## src/rtl/rtr_consts.vh

```
// rtr_consts.vh: constants of the temperature result register block.
// assumes: included by bare name from the divider and the result register design files.
`ifndef RTR_CONSTS_VH
`define RTR_CONSTS_VH

// ----------------------------------------
// register indices (byte address is four times the index)
// ----------------------------------------
`define RTR_IDX_P3_FRAC 8'hEC
`define RTR_IDX_P4_INT 8'hED
`define RTR_IDX_P4_FRAC 8'hEE
`define RTR_IDX_CYCLES 8'hEF
`define RTR_IDX_P3_AVG_INT 8'hF4
`define RTR_IDX_P3_AVG_FRAC 8'hF5
`define RTR_IDX_P4_AVG_INT 8'hF6
`define RTR_IDX_P4_AVG_FRAC 8'hF7
`define RTR_IDX_IRQ_STATUS 8'hF8
`define RTR_IDX_IRQ_MASK 8'hF9
`define RTR_IDX_CFG 8'hFA
`define RTR_IDX_P3_INT 8'hFB

// ----------------------------------------
// field layout and limits
// ----------------------------------------
`define RTR_INT_MAX 15'h7FFF
`define RTR_FRAC_MAX 16'hFFFF
`define RTR_CYC_MAX 8'hFF
`define RTR_IRQ_DONE 0
`define RTR_IRQ_ERR 1
`define RTR_CFG_RESET 8'h01
`define RTR_SUM_W 39
`define RTR_DIV_STEPS 6'h27

`endif

```

## src/rtl/rtr_sync.v

```verilog
// rtr_sync.v: three-stage synchroniser for a level from another domain.
// assumes: sys_clk domain; output changes once stages two and three agree.
`timescale 1ns/10ps
module rtr_sync (
    // clock and reset
    input wire sys_clk,
    input wire sys_rst,
    input wire clk_en,
    // level in and out
    input wire async_in,
    output reg sync_out
);

reg s1_r;
reg s2_r;
reg s3_r;

// stage one is read only by stage two
always @(posedge sys_clk or posedge sys_rst) begin
    if (sys_rst) begin
        s1_r <= 1'b0;
        s2_r <= 1'b0;
        s3_r <= 1'b0;
        sync_out <= 1'b0;
    end else if (clk_en) begin
        s1_r <= async_in;
        s2_r <= s1_r;
        s3_r <= s2_r;
        if (s2_r == s3_r) begin
            sync_out <= s3_r;
        end
    end
end

endmodule

```

## src/rtl/rtr_divider.v

```verilog
// rtr_divider.v: serial restoring divider, sum of 15.16 results by cycle count.
// assumes: start is one cycle; divisor never zero when start is taken.
`timescale 1ns/10ps
`include "rtr_consts.vh"
module rtr_divider (
    // clock and reset
    input wire sys_clk,
    input wire sys_rst,
    input wire clk_en,
    // operands
    input wire start,
    input wire [`RTR_SUM_W-1:0] dividend,
    input wire [7:0] divisor,
    // result
    output reg busy,
    output reg [`RTR_SUM_W-1:0] quotient
);

reg [`RTR_SUM_W-1:0] rem_r;
reg [`RTR_SUM_W-1:0] dvd_r;
reg [5:0] step_r;
wire [`RTR_SUM_W-1:0] trial;
wire fits;

// one quotient bit a cycle keeps the area down at the cost of 39 cycles
assign trial = {rem_r[`RTR_SUM_W-2:0], dvd_r[`RTR_SUM_W-1]};
assign fits = (trial >= {31'h0, divisor});

always @(posedge sys_clk or posedge sys_rst) begin
    if (sys_rst) begin
        rem_r <= {`RTR_SUM_W{1'b0}};
        dvd_r <= {`RTR_SUM_W{1'b0}};
        step_r <= 6'h0;
        busy <= 1'b0;
        quotient <= {`RTR_SUM_W{1'b0}};
    end else if (clk_en) begin
        if (start) begin
            rem_r <= {`RTR_SUM_W{1'b0}};
            dvd_r <= dividend;
            step_r <= `RTR_DIV_STEPS;
            busy <= 1'b1;
        end else if (busy) begin
            rem_r <= fits ? (trial - {31'h0, divisor}) : trial;
            dvd_r <= {dvd_r[`RTR_SUM_W-2:0], 1'b0};
            quotient <= {quotient[`RTR_SUM_W-2:0], fits};
            step_r <= step_r - 6'h1;
            if (step_r == 6'h1) begin
                busy <= 1'b0;
            end
        end
    end
end

endmodule

```

## src/rtl/rtr_result_regs.v

```verilog
// rtr_result_regs.v: temperature result registers, cycle count and averages.
// assumes: measurement front end on sys_clk gives one-cycle result strobes;
// sequence start/end levels arrive from the sequencer in another domain.
// assumes: a sequence level holds for the whole sequence and drops for at least
// two cycles between sequences, else the synchronised start edge is lost.
// assumes: cycles_setting stays steady while a sequence runs.
// limitation: averaging takes about eighty-five cycles after the done flag, and
// the average registers show the previous sequence until then.
//
// Notes on behaviour
// - the third port's fraction of charge time is readable in its own register.
// - a fraction field is one reference period in 16 binary fraction bits.
// - a fraction field reaches at most FFFF, just under one period.
// - the fourth port's integer charge time is a read-only 15-bit value.
// - the integer field counts whole reference periods in binary.
// - the integer field saturates at 7FFF periods.
// - an 8-bit counter holds the error-free temperature cycles of either sequence.
// - only an error-free temperature run adds one; failed runs leave it.
// - the counter is the divisor when the averages are formed.
// - when the configured cycles finish, the done flag is set and irq raised if enabled.
// - each average is the port's summed results divided by the counter.
`timescale 1ns/10ps
`include "rtr_consts.vh"
module rtr_result_regs (
    // clock, reset, enable
    input wire sys_clk,
    input wire sys_rst,
    input wire clk_en,
    // register port
    input wire [7:0] reg_addr,
    input wire [15:0] reg_wdata,
    input wire reg_wr,
    input wire reg_rd,
    output reg [15:0] reg_rdata,
    // measurement front end, sys_clk domain
    input wire meas_valid,
    input wire meas_error,
    input wire meas_port4,
    input wire [16:0] meas_int,
    input wire [15:0] meas_frac,
    // sequencer levels from another domain
    input wire flow_and_temp_sequence,
    input wire temp_only_sequence,
    input wire [7:0] cycles_setting,
    // interrupt
    output wire irq
);

// ----------------------------------------
// synchronised sequence levels
// ----------------------------------------
wire seq_a_s;
wire seq_b_s;
wire seq_any;
reg seq_any_r;
wire seq_start;

// each sequence level has its own synchroniser; the two are never high
// together, so their or is safe once both are synchronised
rtr_sync u_sync_a (
    .sys_clk(sys_clk),
    .sys_rst(sys_rst),
    .clk_en(clk_en),
    .async_in(flow_and_temp_sequence),
    .sync_out(seq_a_s)
);

rtr_sync u_sync_b (
    .sys_clk(sys_clk),
    .sys_rst(sys_rst),
    .clk_en(clk_en),
    .async_in(temp_only_sequence),
    .sync_out(seq_b_s)
);

// a temperature sequence runs while either level is high; the start edge
// comes four to five cycles after the level, through the synchronisers,
// so results taken before then are not part of the sequence
assign seq_any = seq_a_s | seq_b_s;
assign seq_start = seq_any & ~seq_any_r;

// ----------------------------------------
// result capture
// ----------------------------------------
// the direct registers follow every good result, inside a sequence or not
reg [14:0] p3_int_r;
reg [15:0] p3_frac_r;
reg [14:0] p4_int_r;
reg [15:0] p4_frac_r;
reg [14:0] meas_int_sat;

// the front end may hand over a count two bits wider than the field; anything
// above the top of the field is pinned there rather than wrapped, so a very
// slow charge never reads back as a short one
// saturate integer
always @* begin
    if (meas_int > {2'b00, `RTR_INT_MAX}) begin
        meas_int_sat = `RTR_INT_MAX;
    end else begin
        meas_int_sat = meas_int[14:0];
    end
end

always @(posedge sys_clk or posedge sys_rst) begin
    if (sys_rst) begin
        p3_int_r <= 15'h0;
        p3_frac_r <= 16'h0;
        p4_int_r <= 15'h0;
        p4_frac_r <= 16'h0;
        seq_any_r <= 1'b0;
    end else if (clk_en) begin
        seq_any_r <= seq_any;
        // errored runs keep the previous good result
        if (meas_valid && !meas_error) begin
            if (meas_port4) begin
                p4_int_r <= meas_int_sat;
                p4_frac_r <= meas_frac; // full 16-bit fraction
            end else begin
                p3_int_r <= meas_int_sat;
                p3_frac_r <= meas_frac;
            end
        end
    end
end

// ----------------------------------------
// cycle counter and sums
// ----------------------------------------
reg [7:0] cycles_r;
reg [`RTR_SUM_W-1:0] sum_r [0:1];
reg [`RTR_SUM_W-1:0] avg_r [0:1];
reg done_pend_r;
reg seq_done_pulse;
reg [7:0] runs_r;
wire good_run;

// a good run is an error-free result while a sequence is open; results outside
// a sequence update the direct registers but touch neither count nor sums
assign good_run = meas_valid & ~meas_error & seq_any;

always @(posedge sys_clk or posedge sys_rst) begin
    if (sys_rst) begin
        cycles_r <= 8'h0;
        runs_r <= 8'h0;
        done_pend_r <= 1'b0;
        seq_done_pulse <= 1'b0;
    end else if (clk_en) begin
        seq_done_pulse <= 1'b0;
        if (seq_start) begin
            cycles_r <= 8'h0;
            runs_r <= 8'h0;
            done_pend_r <= 1'b1;
        end else if (meas_valid && seq_any && meas_port4) begin
            // the fourth port closes one temperature cycle, good or bad
            runs_r <= runs_r + 8'h1;
            if (good_run && cycles_r != `RTR_CYC_MAX) begin
                cycles_r <= cycles_r + 8'h1;
            end
            if (done_pend_r && (runs_r + 8'h1) == cycles_setting) begin
                done_pend_r <= 1'b0;
                seq_done_pulse <= 1'b1;
            end
        end
    end
end

// 39 bits hold 255 full-scale 31-bit results; the counter saturates at the
// same number, so a longer sequence cannot be averaged exactly in any case
// per-port sums of 15.16 results
genvar gi;
generate
    for (gi = 0; gi < 2; gi = gi + 1) begin : g_sum
        always @(posedge sys_clk or posedge sys_rst) begin
            if (sys_rst) begin
                sum_r[gi] <= {`RTR_SUM_W{1'b0}};
            end else if (clk_en) begin
                if (seq_start) begin
                    sum_r[gi] <= {`RTR_SUM_W{1'b0}};
                end else if (good_run && (meas_port4 == (gi == 1))) begin
                    sum_r[gi] <= sum_r[gi] + {8'h0, meas_int_sat, meas_frac};
                end
            end
        end
    end
endgenerate

// ----------------------------------------
// averaging, one port after the other
// ----------------------------------------
// one shared divider serves both ports; it doubles the latency but halves
// the area, and the averages are needed only once per sequence
reg div_start_r;
reg div_port_r;
reg [1:0] avg_state_r;
wire div_busy;
wire [`RTR_SUM_W-1:0] div_q;

// averaging states
localparam AVG_IDLE = 2'b00;
localparam AVG_RUN = 2'b01;
localparam AVG_WAIT = 2'b10;

// the divisor is the live counter, steady once the done pulse has passed
// because no run is counted after the last one of a sequence
rtr_divider u_div (
    .sys_clk(sys_clk),
    .sys_rst(sys_rst),
    .clk_en(clk_en),
    .start(div_start_r),
    .dividend(sum_r[div_port_r]),
    .divisor(cycles_r),
    .busy(div_busy),
    .quotient(div_q)
);

// counter as divisor, started on sequence done
always @(posedge sys_clk or posedge sys_rst) begin
    if (sys_rst) begin
        avg_state_r <= AVG_IDLE;
        div_start_r <= 1'b0;
        div_port_r <= 1'b0;
        avg_r[0] <= {`RTR_SUM_W{1'b0}};
        avg_r[1] <= {`RTR_SUM_W{1'b0}};
    end else if (clk_en) begin
        div_start_r <= 1'b0;
        case (avg_state_r)
            AVG_IDLE: begin
                // no good cycle means nothing to average; keep old values
                if (seq_done_pulse && cycles_r != 8'h0) begin
                    div_port_r <= 1'b0;
                    div_start_r <= 1'b1;
                    avg_state_r <= AVG_RUN;
                end
            end
            AVG_RUN: begin
                avg_state_r <= AVG_WAIT;
            end
            AVG_WAIT: begin
                if (!div_busy) begin
                    avg_r[div_port_r] <= div_q;
                    if (!div_port_r) begin
                        div_port_r <= 1'b1;
                        div_start_r <= 1'b1;
                        avg_state_r <= AVG_RUN;
                    end else begin
                        avg_state_r <= AVG_IDLE;
                    end
                end
            end
            default: begin
                avg_state_r <= AVG_IDLE;
            end
        endcase
    end
end

// average results saturate like the direct results; the quotient can exceed
// the field when port three has more good results than the counter, which
// counts only the fourth port
wire [14:0] avg_int [0:1];
generate
    for (gi = 0; gi < 2; gi = gi + 1) begin : g_avg
        assign avg_int[gi] = (avg_r[gi][`RTR_SUM_W-1:31] != 8'h0) ? `RTR_INT_MAX
                                                                  : avg_r[gi][30:16];
    end
endgenerate

// ----------------------------------------
// interrupts and configuration
// ----------------------------------------
reg [1:0] irq_status_r;
reg [1:0] irq_mask_r;
reg [7:0] cfg_r;
wire [1:0] irq_set;
wire wr_status;

// bit 0 marks a finished sequence, bit 1 an errored run inside one
assign irq_set = {meas_valid & meas_error & seq_any, seq_done_pulse};
assign wr_status = reg_wr && reg_addr == `RTR_IDX_IRQ_STATUS;

// sticky status, write one to clear; a new event wins over the clear
always @(posedge sys_clk or posedge sys_rst) begin
    if (sys_rst) begin
        irq_status_r <= 2'b00;
        irq_mask_r <= 2'b00;
        cfg_r <= `RTR_CFG_RESET;
    end else if (clk_en) begin
        irq_status_r <= (irq_status_r & ~(wr_status ? reg_wdata[1:0] : 2'b00)) | irq_set;
        if (reg_wr && reg_addr == `RTR_IDX_IRQ_MASK) begin
            irq_mask_r <= reg_wdata[1:0];
        end
        if (reg_wr && reg_addr == `RTR_IDX_CFG) begin
            cfg_r <= reg_wdata[7:0];
        end
    end
end

// kept combinational so that a mask or enable write takes effect at once
// interrupt gated by mask and global enable
assign irq = cfg_r[0] & |(irq_status_r & irq_mask_r);

// ----------------------------------------
// read port
// ----------------------------------------
reg [15:0] rd_mux;

always @* begin
    case (reg_addr)
        `RTR_IDX_P3_INT: rd_mux = {1'b0, p3_int_r};
        `RTR_IDX_P3_FRAC: rd_mux = p3_frac_r;
        `RTR_IDX_P4_INT: rd_mux = {1'b0, p4_int_r};
        `RTR_IDX_P4_FRAC: rd_mux = p4_frac_r;
        `RTR_IDX_CYCLES: rd_mux = {8'h0, cycles_r};
        `RTR_IDX_P3_AVG_INT: rd_mux = {1'b0, avg_int[0]};
        `RTR_IDX_P3_AVG_FRAC: rd_mux = avg_r[0][15:0];
        `RTR_IDX_P4_AVG_INT: rd_mux = {1'b0, avg_int[1]};
        `RTR_IDX_P4_AVG_FRAC: rd_mux = avg_r[1][15:0];
        `RTR_IDX_IRQ_STATUS: rd_mux = {14'h0, irq_status_r};
        `RTR_IDX_IRQ_MASK: rd_mux = {14'h0, irq_mask_r};
        `RTR_IDX_CFG: rd_mux = {8'h0, cfg_r};
        default: rd_mux = 16'h0;
    endcase
end

// returning zero outside the answer cycle keeps a stale value from being
// mistaken for a fresh one by a host that samples late
// read data stands one cycle after the strobe, zero otherwise
always @(posedge sys_clk or posedge sys_rst) begin
    if (sys_rst) begin
        reg_rdata <= 16'h0;
    end else if (clk_en) begin
        reg_rdata <= reg_rd ? rd_mux : 16'h0;
    end
end

endmodule

```

## config.mk

```make
export PLATFORM = sky130hd
export DESIGN_NAME = rtr_result_regs
export DESIGN_NICKNAME = d
export VERILOG_FILES = /design/src/rtl/rtr_sync.v /design/src/rtl/rtr_divider.v /design/src/rtl/rtr_result_regs.v
export VERILOG_INCLUDE_DIRS = /design/src /design/src/rtl
export SDC_FILE = /design/constraint.sdc
export NUM_CORES = 1
export LEC_CHECK = 0
export ABC_CLOCK_PERIOD_IN_PS = 38500
export BUFFER_PORTS_ARGS = -buffer_cell sky130_fd_sc_hd__buf_2
export CELL_PAD_IN_SITES_DETAIL_PLACEMENT = 0
export CELL_PAD_IN_SITES_GLOBAL_PLACEMENT = 1
export CORE_ASPECT_RATIO = 1.25
export CORE_UTILIZATION = 45
export DETAILED_ROUTE_END_ITERATION = 8
export GPL_ROUTABILITY_DRIVEN = 0
export PLACE_DENSITY = 0.74
export SLEW_MARGIN = 10
export SYNTH_ARGS = -nofsm -noshare
export SYNTH_HDL_FRONTEND = slang
export SYNTH_SLANG_ARGS = --single-unit
export TNS_END_PERCENT = 5
```

## constraint.sdc

```tcl
create_clock -name sys_clk -period 38.5 [get_ports sys_clk]
set_clock_uncertainty 0.05 [all_clocks]
set_input_delay 3.85 -clock sys_clk [delete_from_list [all_inputs] [get_ports sys_clk]]
set_output_delay 3.85 -clock sys_clk [all_outputs]
set_load 0.005 [all_outputs]
```

# Yosys cells after proc, flatten, opt, wreduce, memory -nomap -nowiden
# Index checks and enable logic that the tools add are counted.
totals:
  wordCells: 170
  input_bits: 75
  regBits: 400
  output_inout_bits: 17
classes:
  addsub: 6
  eq_ne: 21
  muxes: 48
  reduce_logical: 41
  magnitude_cmp: 4
  n_bitwise: 17
ops:
  columns: ["op", "n"]
  rows:
  - ["39-bit 2-to-1 mux", 10]
  - ["16-bit case mux with 12 select lines", 1]
  - ["38-bit 2-to-1 mux", 3]
  - ["8-bit == test (second input constant)", 12]
  - ["39-bit by 31-bit adder with 39-bit output", 2]
  - ["78-bit bitwise mux", 1]
  - ["15-bit 2-to-1 mux", 3]
  - ["8-bit 2-to-1 mux", 5]
  - ["39-bit demux with 1-bit select", 1]
  - ["39-bit by 8-bit >= comparator with 1-bit output", 1]
  - ["38-bit by 8-bit subtractor with 38-bit output", 1]
  - ["8-bit nonzero test", 3]
  - ["3-bit AND reduction", 7]
  - ["17-bit by 15-bit > comparator with 1-bit output (second input constant)", 1]
  - ["8-bit by 1-bit adder with 8-bit output (second input constant)", 2]
  - ["16-bit 2-to-1 mux", 1]
  - ["2-bit AND reduction", 8]
  - ["1-bit 2-to-1 mux", 15]
  - ["2-bit nonzero test", 7]
  - ["1-bit logical AND", 12]
  - ["6-bit 2-to-1 mux", 2]
  - ["8-bit == test", 1]
  - ["8-bit inequality test (second input constant)", 1]
  - ["1-bit bitwise AND", 6]
  - ["21 further kinds", 31]

# Logic depth before layout (Yosys ltp)
# Gate-level depths: netlist (run 1).
depth:
  ltp_word: 7
  ltp_mapped: 16
  mapped_depth_nobuf: 13

# Cells and area by module
# A second synthesis (run 1) with hierarchy kept.
hier_totals:
  hier_cells: 2316
  area_unflattened_um2: 22266.4
by_module_without_submodules:
  columns: ["mod", "seq_area_each_um2", "instances", "cells_each", "area_each_um2"]
  rows:
  - ["rtr_result_regs", 6732.7, 1, 1614, 15720.1]
  - ["rtr_divider", 3078.0, 1, 680, 6226.0]
  - ["rtr_sync", 100.1, 2, 11, 160.2]

# Least setup slack after synthesis (run 1)
# No wires, ideal clock.
synth_timing:
  path_type: "input port to flip-flop"
  start: "input port meas_int[16]"
  end: "register sum_r[32] (netlist bit)"
  path_buffers: 3
  required_time_ns: 38.318
  path_slack_ns: 31.220
  stages: 16
  setup_time_ns: 0.132
  arrival_ns: 7.098
  cell_sequence: "or2_2 > clkbuf_1 > clkbuf_1 > nor2_1 > inv_1 > ha_1 > clkbuf_1 > a21o_1 > a221o_1 > or4b_1 > or3_1 > a31oi_1 > o221ai_1 > nand3_1 > xor2_1 > nor2_1"
synth_via:
  elab_chain_cells: 5
synth_rtl:
  columns: ["item", "line_no", "source"]
  rows:
  - ["start: declaration", "rtr_result_regs.v:39", "input wire [16:0] meas_int,"]
  - ["17-bit by 15-bit > comparator with 1-bit output", "rtr_result_regs.v:97", "if (meas_int > {2'b00, `RTR_INT_MAX}) begin"]
  - ["15-bit 2-to-1 mux", "rtr_result_regs.v:97", null]
  - ["named net meas_int_sat[6]", "rtr_result_regs.v:90", "reg [14:0] meas_int_sat;"]
  - ["39-bit by 31-bit adder with 39-bit output", "rtr_result_regs.v:180", "sum_r[gi] <= sum_r[gi] + {8'h0, meas_int_sat, meas_frac};"]
  - ["39-bit 2-to-1 mux", "rtr_result_regs.v:179", "end else if (good_run && (meas_port4 == (gi == 1))) begin"]
  - ["39-bit 2-to-1 mux", "rtr_result_regs.v:177", "if (seq_start) begin"]
  - ["end signal: indexed assignment", "rtr_result_regs.v:175", "sum_r[gi] <= {`RTR_SUM_W{1'b0}};"]
  - ["end signal: indexed assignment", "rtr_result_regs.v:178", "sum_r[gi] <= {`RTR_SUM_W{1'b0}};"]
  - ["end signal: indexed assignment", "rtr_result_regs.v:180", null]
  - ["end: declaration", "rtr_result_regs.v:130", "reg [`RTR_SUM_W-1:0] sum_r [0:1];"]
# The timed path passes the listed nets, and every way through them passes these cells. The select of a mux whose other input is x is not followed.
# A chain may end at the register's enable or synchronous reset.

# Final worst setup path (run 1)
layout_timing:
  start: "input port meas_int[16]"
  end: "register sum_r[62] (netlist bit)"
# Same word-level chain as after synthesis.

==> results of run 1 <==
-- cells in the final DEF (no fill, tap or decap), drive strengths merged, types with 15 or more instances in the layout --
cell | synthesis | routed
nand3 | 29 | 29
xor2 | 47 | 47
o22ai | 17 | 17
buf | 10 | 101
dfrtp | 399 | 399
nor4 | 15 | 15
nor2 | 171 | 171
mux2 | 163 | 163
a22o | 17 | 17
nand2 | 243 | 243
nand2b | 17 | 17
xnor2 | 66 | 66
a21o | 32 | 32
nor3 | 33 | 33
nand4 | 18 | 18
o21ai | 241 | 241
clkbuf | 90 | 60
inv | 78 | 79
ha | 77 | 77
a21oi | 133 | 133
mux2i | 50 | 50
-- critical path: stages --
cell,delay [ns]
buf_2,0.09
or2_2,0.43
nor2_1,0.42
inv_1,0.16
ha_1,0.37
nand2_1,0.14
nor3_1,0.08
and3_1,0.20
a2111oi_0,0.85
o21ai_0,0.42
a21boi_0,0.35
xor2_1,0.18
o21ai_0,0.09
-- kinds of logic after synthesis --
logic type      after synthesis  share of synthesized area [%]
flops                       400                           47.0
xor+xnor                    113                           4.64
mux                         222                           11.9
simple gates                603                           12.8
buf+inv                     178                           3.16
compound gates              557                           15.7
fa+ha+maj                    80                           4.80
-- Yosys cell counts, drive strengths merged, types with 13 or more instances --
master	count
nor3	33
clkbuf	90
inv	78
or3	14
a21oi	133
a21o	32
xnor2	66
mux2	163
mux2i	50
and3	13
o22ai	17
nand2b	17
o21ai	241
a22o	17
dfrtp	399
nand4	18
nor2	171
nand3	29
ha	77
xor2	47
nand2	243
nor4	15
-- flip-flops by register name, summed over array words and instances (netlist names), 6 cells and up --
register	count
u_div.step_r	6
avg_r	78
u_div.quotient	39
u_div.dvd_r	39
p3_frac_r	16
runs_r	8
p4_frac_r	16
u_div.rem_r	38
p3_int_r	15
reg_rdata	16
cycles_r	8
p4_int_r	15
sum_r	78
cfg_r	8
-- cell type report --
type	instances	area, sq um
clock buffer	60	1270
clock inverter	18	190
fill	4360	22700
inverter	78	300
multi-input combinational	1575	10700
sequential	400	10000
tap	630	788
timing repair buffer	101	551
-- power by group --
part / total [mW] / leakage, nW / switching, mW / internal [mW]
combinational: 0.607 / 4.78 / 0.343 / 0.263
sequential: 0.593 / 5.30 / 0.0794 / 0.514
clock: 0.428 / 0.720 / 0.176 / 0.252
total: 1.63 / 10.8 / 0.598 / 1.03
-- through the flow --
stage | total power, mW | hold slack [ns] | util (%) | setup slack [ns] | cells
after detailed placement | 1.20 | 0.421 | 48.1 | 30.52 | 2784
final | 1.63 | 0.430 | 51.2 | 31.22 | 2862
after global placement | 1.19 | 0.408 | 48.1 | 30.59 | 2784
after floorplan | 1.06 | 0.395 | - | 23.48 | 2153
after global routing | 1.74 | 0.451 | 51.2 | 30.99 | 2862
after CTS | 1.64 | 0.435 | 51.2 | 31.14 | 2862
-- metal layers --
metal  vias up  routed length [um]  global-route usage (%)
met4         2                1500                    7.23
met2       281               27100                    40.7
met3        90                1920                    3.10
met5         -                   9                       0
li1       7776                   -                       -
met1      8057               23800                    29.2
-- final timing paths --
check,endpoint,depth (start not counted)
setup / recovery,sum_r[62]$_DFFE_PP0P_,13
min in group asynchronous,reg_rdata[9]$_DFFE_PP0P_,2
hold reg to reg,u_div.dvd_r[7]$_DFFE_PP0P_,2
setup reg to reg,sum_r[77]$_DFFE_PP0P_,12
max in group asynchronous,u_div.step_r[2]$_DFFE_PP0P_,4
hold / removal,u_div.dvd_r[7]$_DFFE_PP0P_,2
==> reports/results.tsv, run 1 <==
stage	metric	value	unit
grt	grt_pass1_wl	88300	um
place	port_buffers	83	
job	maxCapViolCount	0	
sta	slew_headroom	21.0	%
layout	final_area	23800	sq um
detailed_routing	final_antenna_net_count	0	
logic_synthesis	synth_top_area_share	46.8	%
clock_network	clockBufferDepth	3	
detailed_routing	drt_wl_total	54400	um
clock_network	cts_hold_buf	0	
logic_synthesis	netlist_instances	2153	
sta	hold_viol	0	
detailed_routing	dr.pass1.iters	5	
die	start_util	45.9	%
clock_network	cts_tree	done	
setup_path	crit_start	meas_int[16]	
sta	max_freq	0.137	GHz
power	p_leak	10.8	nW
detailed_routing	drt_iter0_markers	919	
setup_path	path_max_fanout	15	
setup_path	rrSetupSlack	34.48	ns
layout	antenna_cells	0	
logic_synthesis	synth_ff_type	dfrtp_1	
power	ir_drop	0.0000354	V
logic_synthesis	yosys.area.top_type	dfrtp_1	
sta	period_minus_slack	7.28	ns
logic_synthesis	postSynth.asyncResetShare	100	%
place	place_area	22300	sq um
logic_synthesis	yosysWarnings	0	
place	dpl.hpwl	37600	um
min_path	min_from	u_div.dvd_r[7]$_DFFE_PP0P_	
sta	grt_setup_unrepaired	no	
sta	min_period_over_period	18.9	%
detailed_routing	drc	0	
min_path	min_path_type	flop to flop	
logic_synthesis	synth_edf_count	0	
clock_network	postCtsSetupBuffers	0	
clock_network	clock-sinks	400	
layout	drive_above_1_share	16.3	%
grt	antenna_found_initial	2	
clock_network	clk_latency	0.58	ns
setup_path	cp.arrival	7.64	ns
setup_path	r2r_start	sum_r[39]$_DFFE_PP0P_	
grt	track_usage	23.1	%
layout	layout.nets	2355	
die	die_area	48300	sq um
logic_synthesis	synth.avg_cell_area	9.90	sq um
grt	overflow	0	
sta	tns	0	ns
clock_network	htreeDepth	2	
outcome	status	completed	
setup_path	worstSetupPathType	input pin to flop	
layout	syn_to_final_growth	11.7	%
clock_network	cts_resized	0	
clock_network	root_buffer	clkbuf_16	
detailed_routing	wl_per_cell	19.0	um
logic_synthesis	ys_ff_latch	400	
grt	grt_pass1_vias	16240	
clock_network	path_clk_slew	0.06	ns
grt	grt_max_degree	143	
die	die_h	245	um
logic_synthesis	yosys-top-cells-area	dfrtp_1 47%, mux2_2 8.6%, o21ai_0 5.6%	
die	core-area	46500	sq um
clock_network	cts_inserted_buffers	44	
logic_synthesis	syn_nets	2308	
die	io_pins	92	
logic_synthesis	yosysUniqueCellTypes	74	
setup_path	required	38.86	ns
logic_synthesis	syn_area	21300	sq um
detailed_routing	num_vias	16206	
setup_path	end_kind	flop	
detailed_routing	viasPerCell	5.66	
setup_path	start_kind	input pin	
die	fp-row-count	88	
sta	tightest_slew	1.18	ns
die	die_w	197	um
power	p_per_area	68.4	nW/um^2
sta	maxSlewViolCount	0	
logic_synthesis	seq_area_frac_synth	47.0	%
sta	finalSetupViolCount	0	
Note: power is estimated with default switching activity, not from simulation.
==> run 2, diff against run 1 <==
--- a/config.mk
+++ b/config.mk
@@ -6,7 +6,7 @@
 export SDC_FILE = /design/constraint.sdc
 export NUM_CORES = 1
 export LEC_CHECK = 0
-export ABC_CLOCK_PERIOD_IN_PS = 38500
+export ABC_CLOCK_PERIOD_IN_PS = 6200
 export BUFFER_PORTS_ARGS = -buffer_cell sky130_fd_sc_hd__buf_2
 export CELL_PAD_IN_SITES_DETAIL_PLACEMENT = 0
 export CELL_PAD_IN_SITES_GLOBAL_PLACEMENT = 1
@@ -14,7 +14,7 @@
 export CORE_UTILIZATION = 45
 export DETAILED_ROUTE_END_ITERATION = 8
 export GPL_ROUTABILITY_DRIVEN = 0
-export PLACE_DENSITY = 0.74
+export PLACE_DENSITY = 0.77
 export SLEW_MARGIN = 10
 export SYNTH_ARGS = -nofsm -noshare
 export SYNTH_HDL_FRONTEND = slang
==> constraint.sdc (replaced) <==
create_clock -name sys_clk -period 6.2 [get_ports sys_clk]
set_clock_uncertainty 0.05 [all_clocks]
set_input_delay 0.62 -clock sys_clk [delete_from_list [all_inputs] [get_ports sys_clk]]
set_output_delay 0.62 -clock sys_clk [all_outputs]
set_load 0.005 [all_outputs]
==> reports/results.tsv, run 2 (same netlist as run 1, synthesis figures left out) <==
stage	metric	value	unit	change
sta	min_period_over_period	62.3	%	
grt	grt_pass1_wl	87800	um	-0.56%
die	die_h	245	um	unchanged
setup_path	slowest_delay	0.47	ns	-0.38 ns
clock_network	root_buffer	clkbuf_16		
setup_path	r2r_cells	9		-3
detailed_routing	drc	0		unchanged
layout	top_regs	avg_r x78, sum_r x78		
setup_path	cp_common_cell	nor2_1		
clock_network	htreeDepth	2		unchanged
sta	tns	0	ns	unchanged
sta	grt_setup_unrepaired	no		
setup_path	crit_end	sum_r[32]$_DFFE_PP0P_		
clock_network	path_clk_slew	0.06	ns	about the same
clock_network	cts_hold_buf	0		unchanged
sta	period_minus_slack	3.86	ns	
power	p_per_area	432	nW/um^2	+530%
detailed_routing	drt_wl_total	53800	um	-0.99%
setup_path	required	6.58	ns	-32.28 ns
setup_path	critPathSlowestCell	or4b_1		
sta	tightest_slew	1.19	ns	+0.00680 ns
grt	overflow	0		unchanged
clock_network	clockBufferDepth	3		unchanged
clock_network	cts_resized	0		unchanged
detailed_routing	wl_per_cell	18.8	um	-1.1%
setup_path	end_kind	flop		
layout	drive_above_1_share	16.3	%	about the same
clock_network	postCtsSetupBuffers	0		unchanged
clock_network	clk_latency	0.59	ns	about the same
setup_path	rr_endpoint	u_div.rem_r[19]$_DFFE_PP0P_		
setup_path	path_cells	buf_2, or2_2, nor2_1, inv_1, ha_1, a21o_1, a221o_1, or4b_1, or3_1, a31oi_1, o221ai_1, nand3_1, xor2_1, nor2_1		
layout	antenna_cells	0		unchanged
sta	hold_viol	0		unchanged
setup_path	start_kind	input pin		
setup_path	crit_start	meas_int[16]		
detailed_routing	drt_iter0_markers	832		-9.5%
setup_path	cp.depth	14		+1
die	die_area	48300	sq um	unchanged
layout	final_core_util	51.6	%	+0.32 points
outcome	status	completed		
sta	max_freq	0.259	GHz	
clock_network	cts_inserted_buffers	44		unchanged
setup_path	worstSetupPathType	input pin to flop		
layout	syn_to_final_growth	12.4	%	
power	ir_drop	0.000259	V	+630%
setup_path	crit_family	simple AND/OR/NAND/NOR gates		
setup_path	cp_num_buf_inv	2		unchanged
die	fp-row-count	88		unchanged
layout	final_common_cell	dfrtp_1		
setup_path	r2r_start	u_div.rem_r[22]$_DFFE_PP0P_		
clock_network	clock-sinks	400		unchanged
power	p_leak	10.9	nW	+0.60%
die	die_w	197	um	unchanged
layout	most-common-layout-cells	398 x dfrtp_1, 243 x nand2_1, 238 x o21ai_0, 169 x nor2_1, 163 x mux2_2		
min_path	min_path_type	input pin to async pin		
setup_path	rrSetupSlack	2.35	ns	-32.13 ns
sta	slew_headroom	20.6	%	-0.45 points
detailed_routing	dr.pass1.iters	5		unchanged
layout	layout.nets	2353		-0.085%
job	maxCapViolCount	0		unchanged
sta	maxSlewViolCount	0		unchanged
die	core-area	46500	sq um	unchanged
setup_path	path_max_fanout	15		unchanged
setup_path	cp.arrival	4.24	ns	-3.40 ns
grt	grt_max_degree	186		+30%
detailed_routing	final_antenna_net_count	0		unchanged
grt	grt_pass1_vias	16118		-0.75%
clock_network	cts_tree	done		
place	port_buffers	83		unchanged
layout	nFillCells	4330		-0.69%
sta	finalSetupViolCount	0		unchanged
grt	track_usage	22.9	%	-0.17 points
detailed_routing	viasPerCell	5.63		-0.55%
die	start_util	45.9	%	unchanged
die	io_pins	92		unchanged
detailed_routing	num_vias	16128		-0.48%
grt	antenna_found_initial	1		-1
place	dpl.hpwl	37100	um	-1.4%
[run 2: per-stage QoR]
| step | worst slack [ns] | hold slack [ns] | cell area (sq um) | power, mW | instances |
|---|---|---|---|---|---|
| 2_1_floorplan | 0.145 | 0.395 | 21300 | 6.57 | 2153 |
| 3_3_place_gp | 1.84 | 0.411 | 22400 | 7.39 | 2782 |
| 3_5_place_dp | 1.80 | 0.420 | 22400 | 7.46 | 2782 |
| 4_1_cts | 2.31 | 0.188 | 24000 | 10.4 | 2864 |
| 5_1_grt | 1.99 | 0.211 | 24000 | 11.1 | 2864 |
| 6_report | 2.34 | 0.205 | 24000 | 10.3 | 2864 |
[run 2: cell type report]
| cell class | instances | area [sq um] | share of cell area (%) |
|---|---|---|---|
| multi-input cells | 1575 | 10700 | 44.6 |
| flip-flops and latches | 400 | 10000 | 41.8 |
| clock buffers | 60 | 1240 | 5.18 |
| well taps | 630 | 788 | 3.29 |
| repair buffers | 99 | 561 | 2.34 |
| clock inverters | 22 | 368 | 1.54 |
| inverters | 78 | 297 | 1.24 |
[run 2: how the worst min path moves through the flow]
stage	slack, ns	cells after the start	endpoint
2_1_floorplan	0.39	2	p4_frac_r[1]$_DFFE_PP0P_
3_3_place_gp	0.41	2	p4_int_r[11]$_DFFE_PP0P_
3_5_place_dp	0.42	2	u_div.dvd_r[33]$_DFFE_PP0P_
4_1_cts	0.19	2	cfg_r[5]$_DFFE_PP0P_
5_1_grt	0.21	2	cfg_r[5]$_DFFE_PP0P_
6_report	0.20	2	reg_rdata[4]$_DFFE_PP0P_
[run 2: routing by layer]
metal  wire length (um)  share of wire, %  GRT usage, %  up-vias
li1                   -                 -             -     7747
met1              23400                43          29.2     8023
met2              27100                50          40.6      287
met3               2220               4.1          3.22       71
met4               1160               2.1          6.16        0
met5                  0                 0             0        -
[run 2: worst reg2reg max path, delay by kind of cell, from the launching register on]
family           cells  cell delay (ns)
flip-flops           1             0.44
XOR/XNOR             1             0.13
AND/OR/NAND/NOR      7             2.98
AO/OA/AOI/OAI        1             0.09
[run 2: report_power, final]
| group | switching, mW | leakage (nW) | total (mW) | internal [mW] |
|---|---|---|---|---|
| sequential | 0.495 | 5.30 | 3.69 | 3.19 |
| clock | 1.12 | 0.793 | 2.90 | 1.79 |
| combinational | 2.12 | 4.78 | 3.76 | 1.64 |
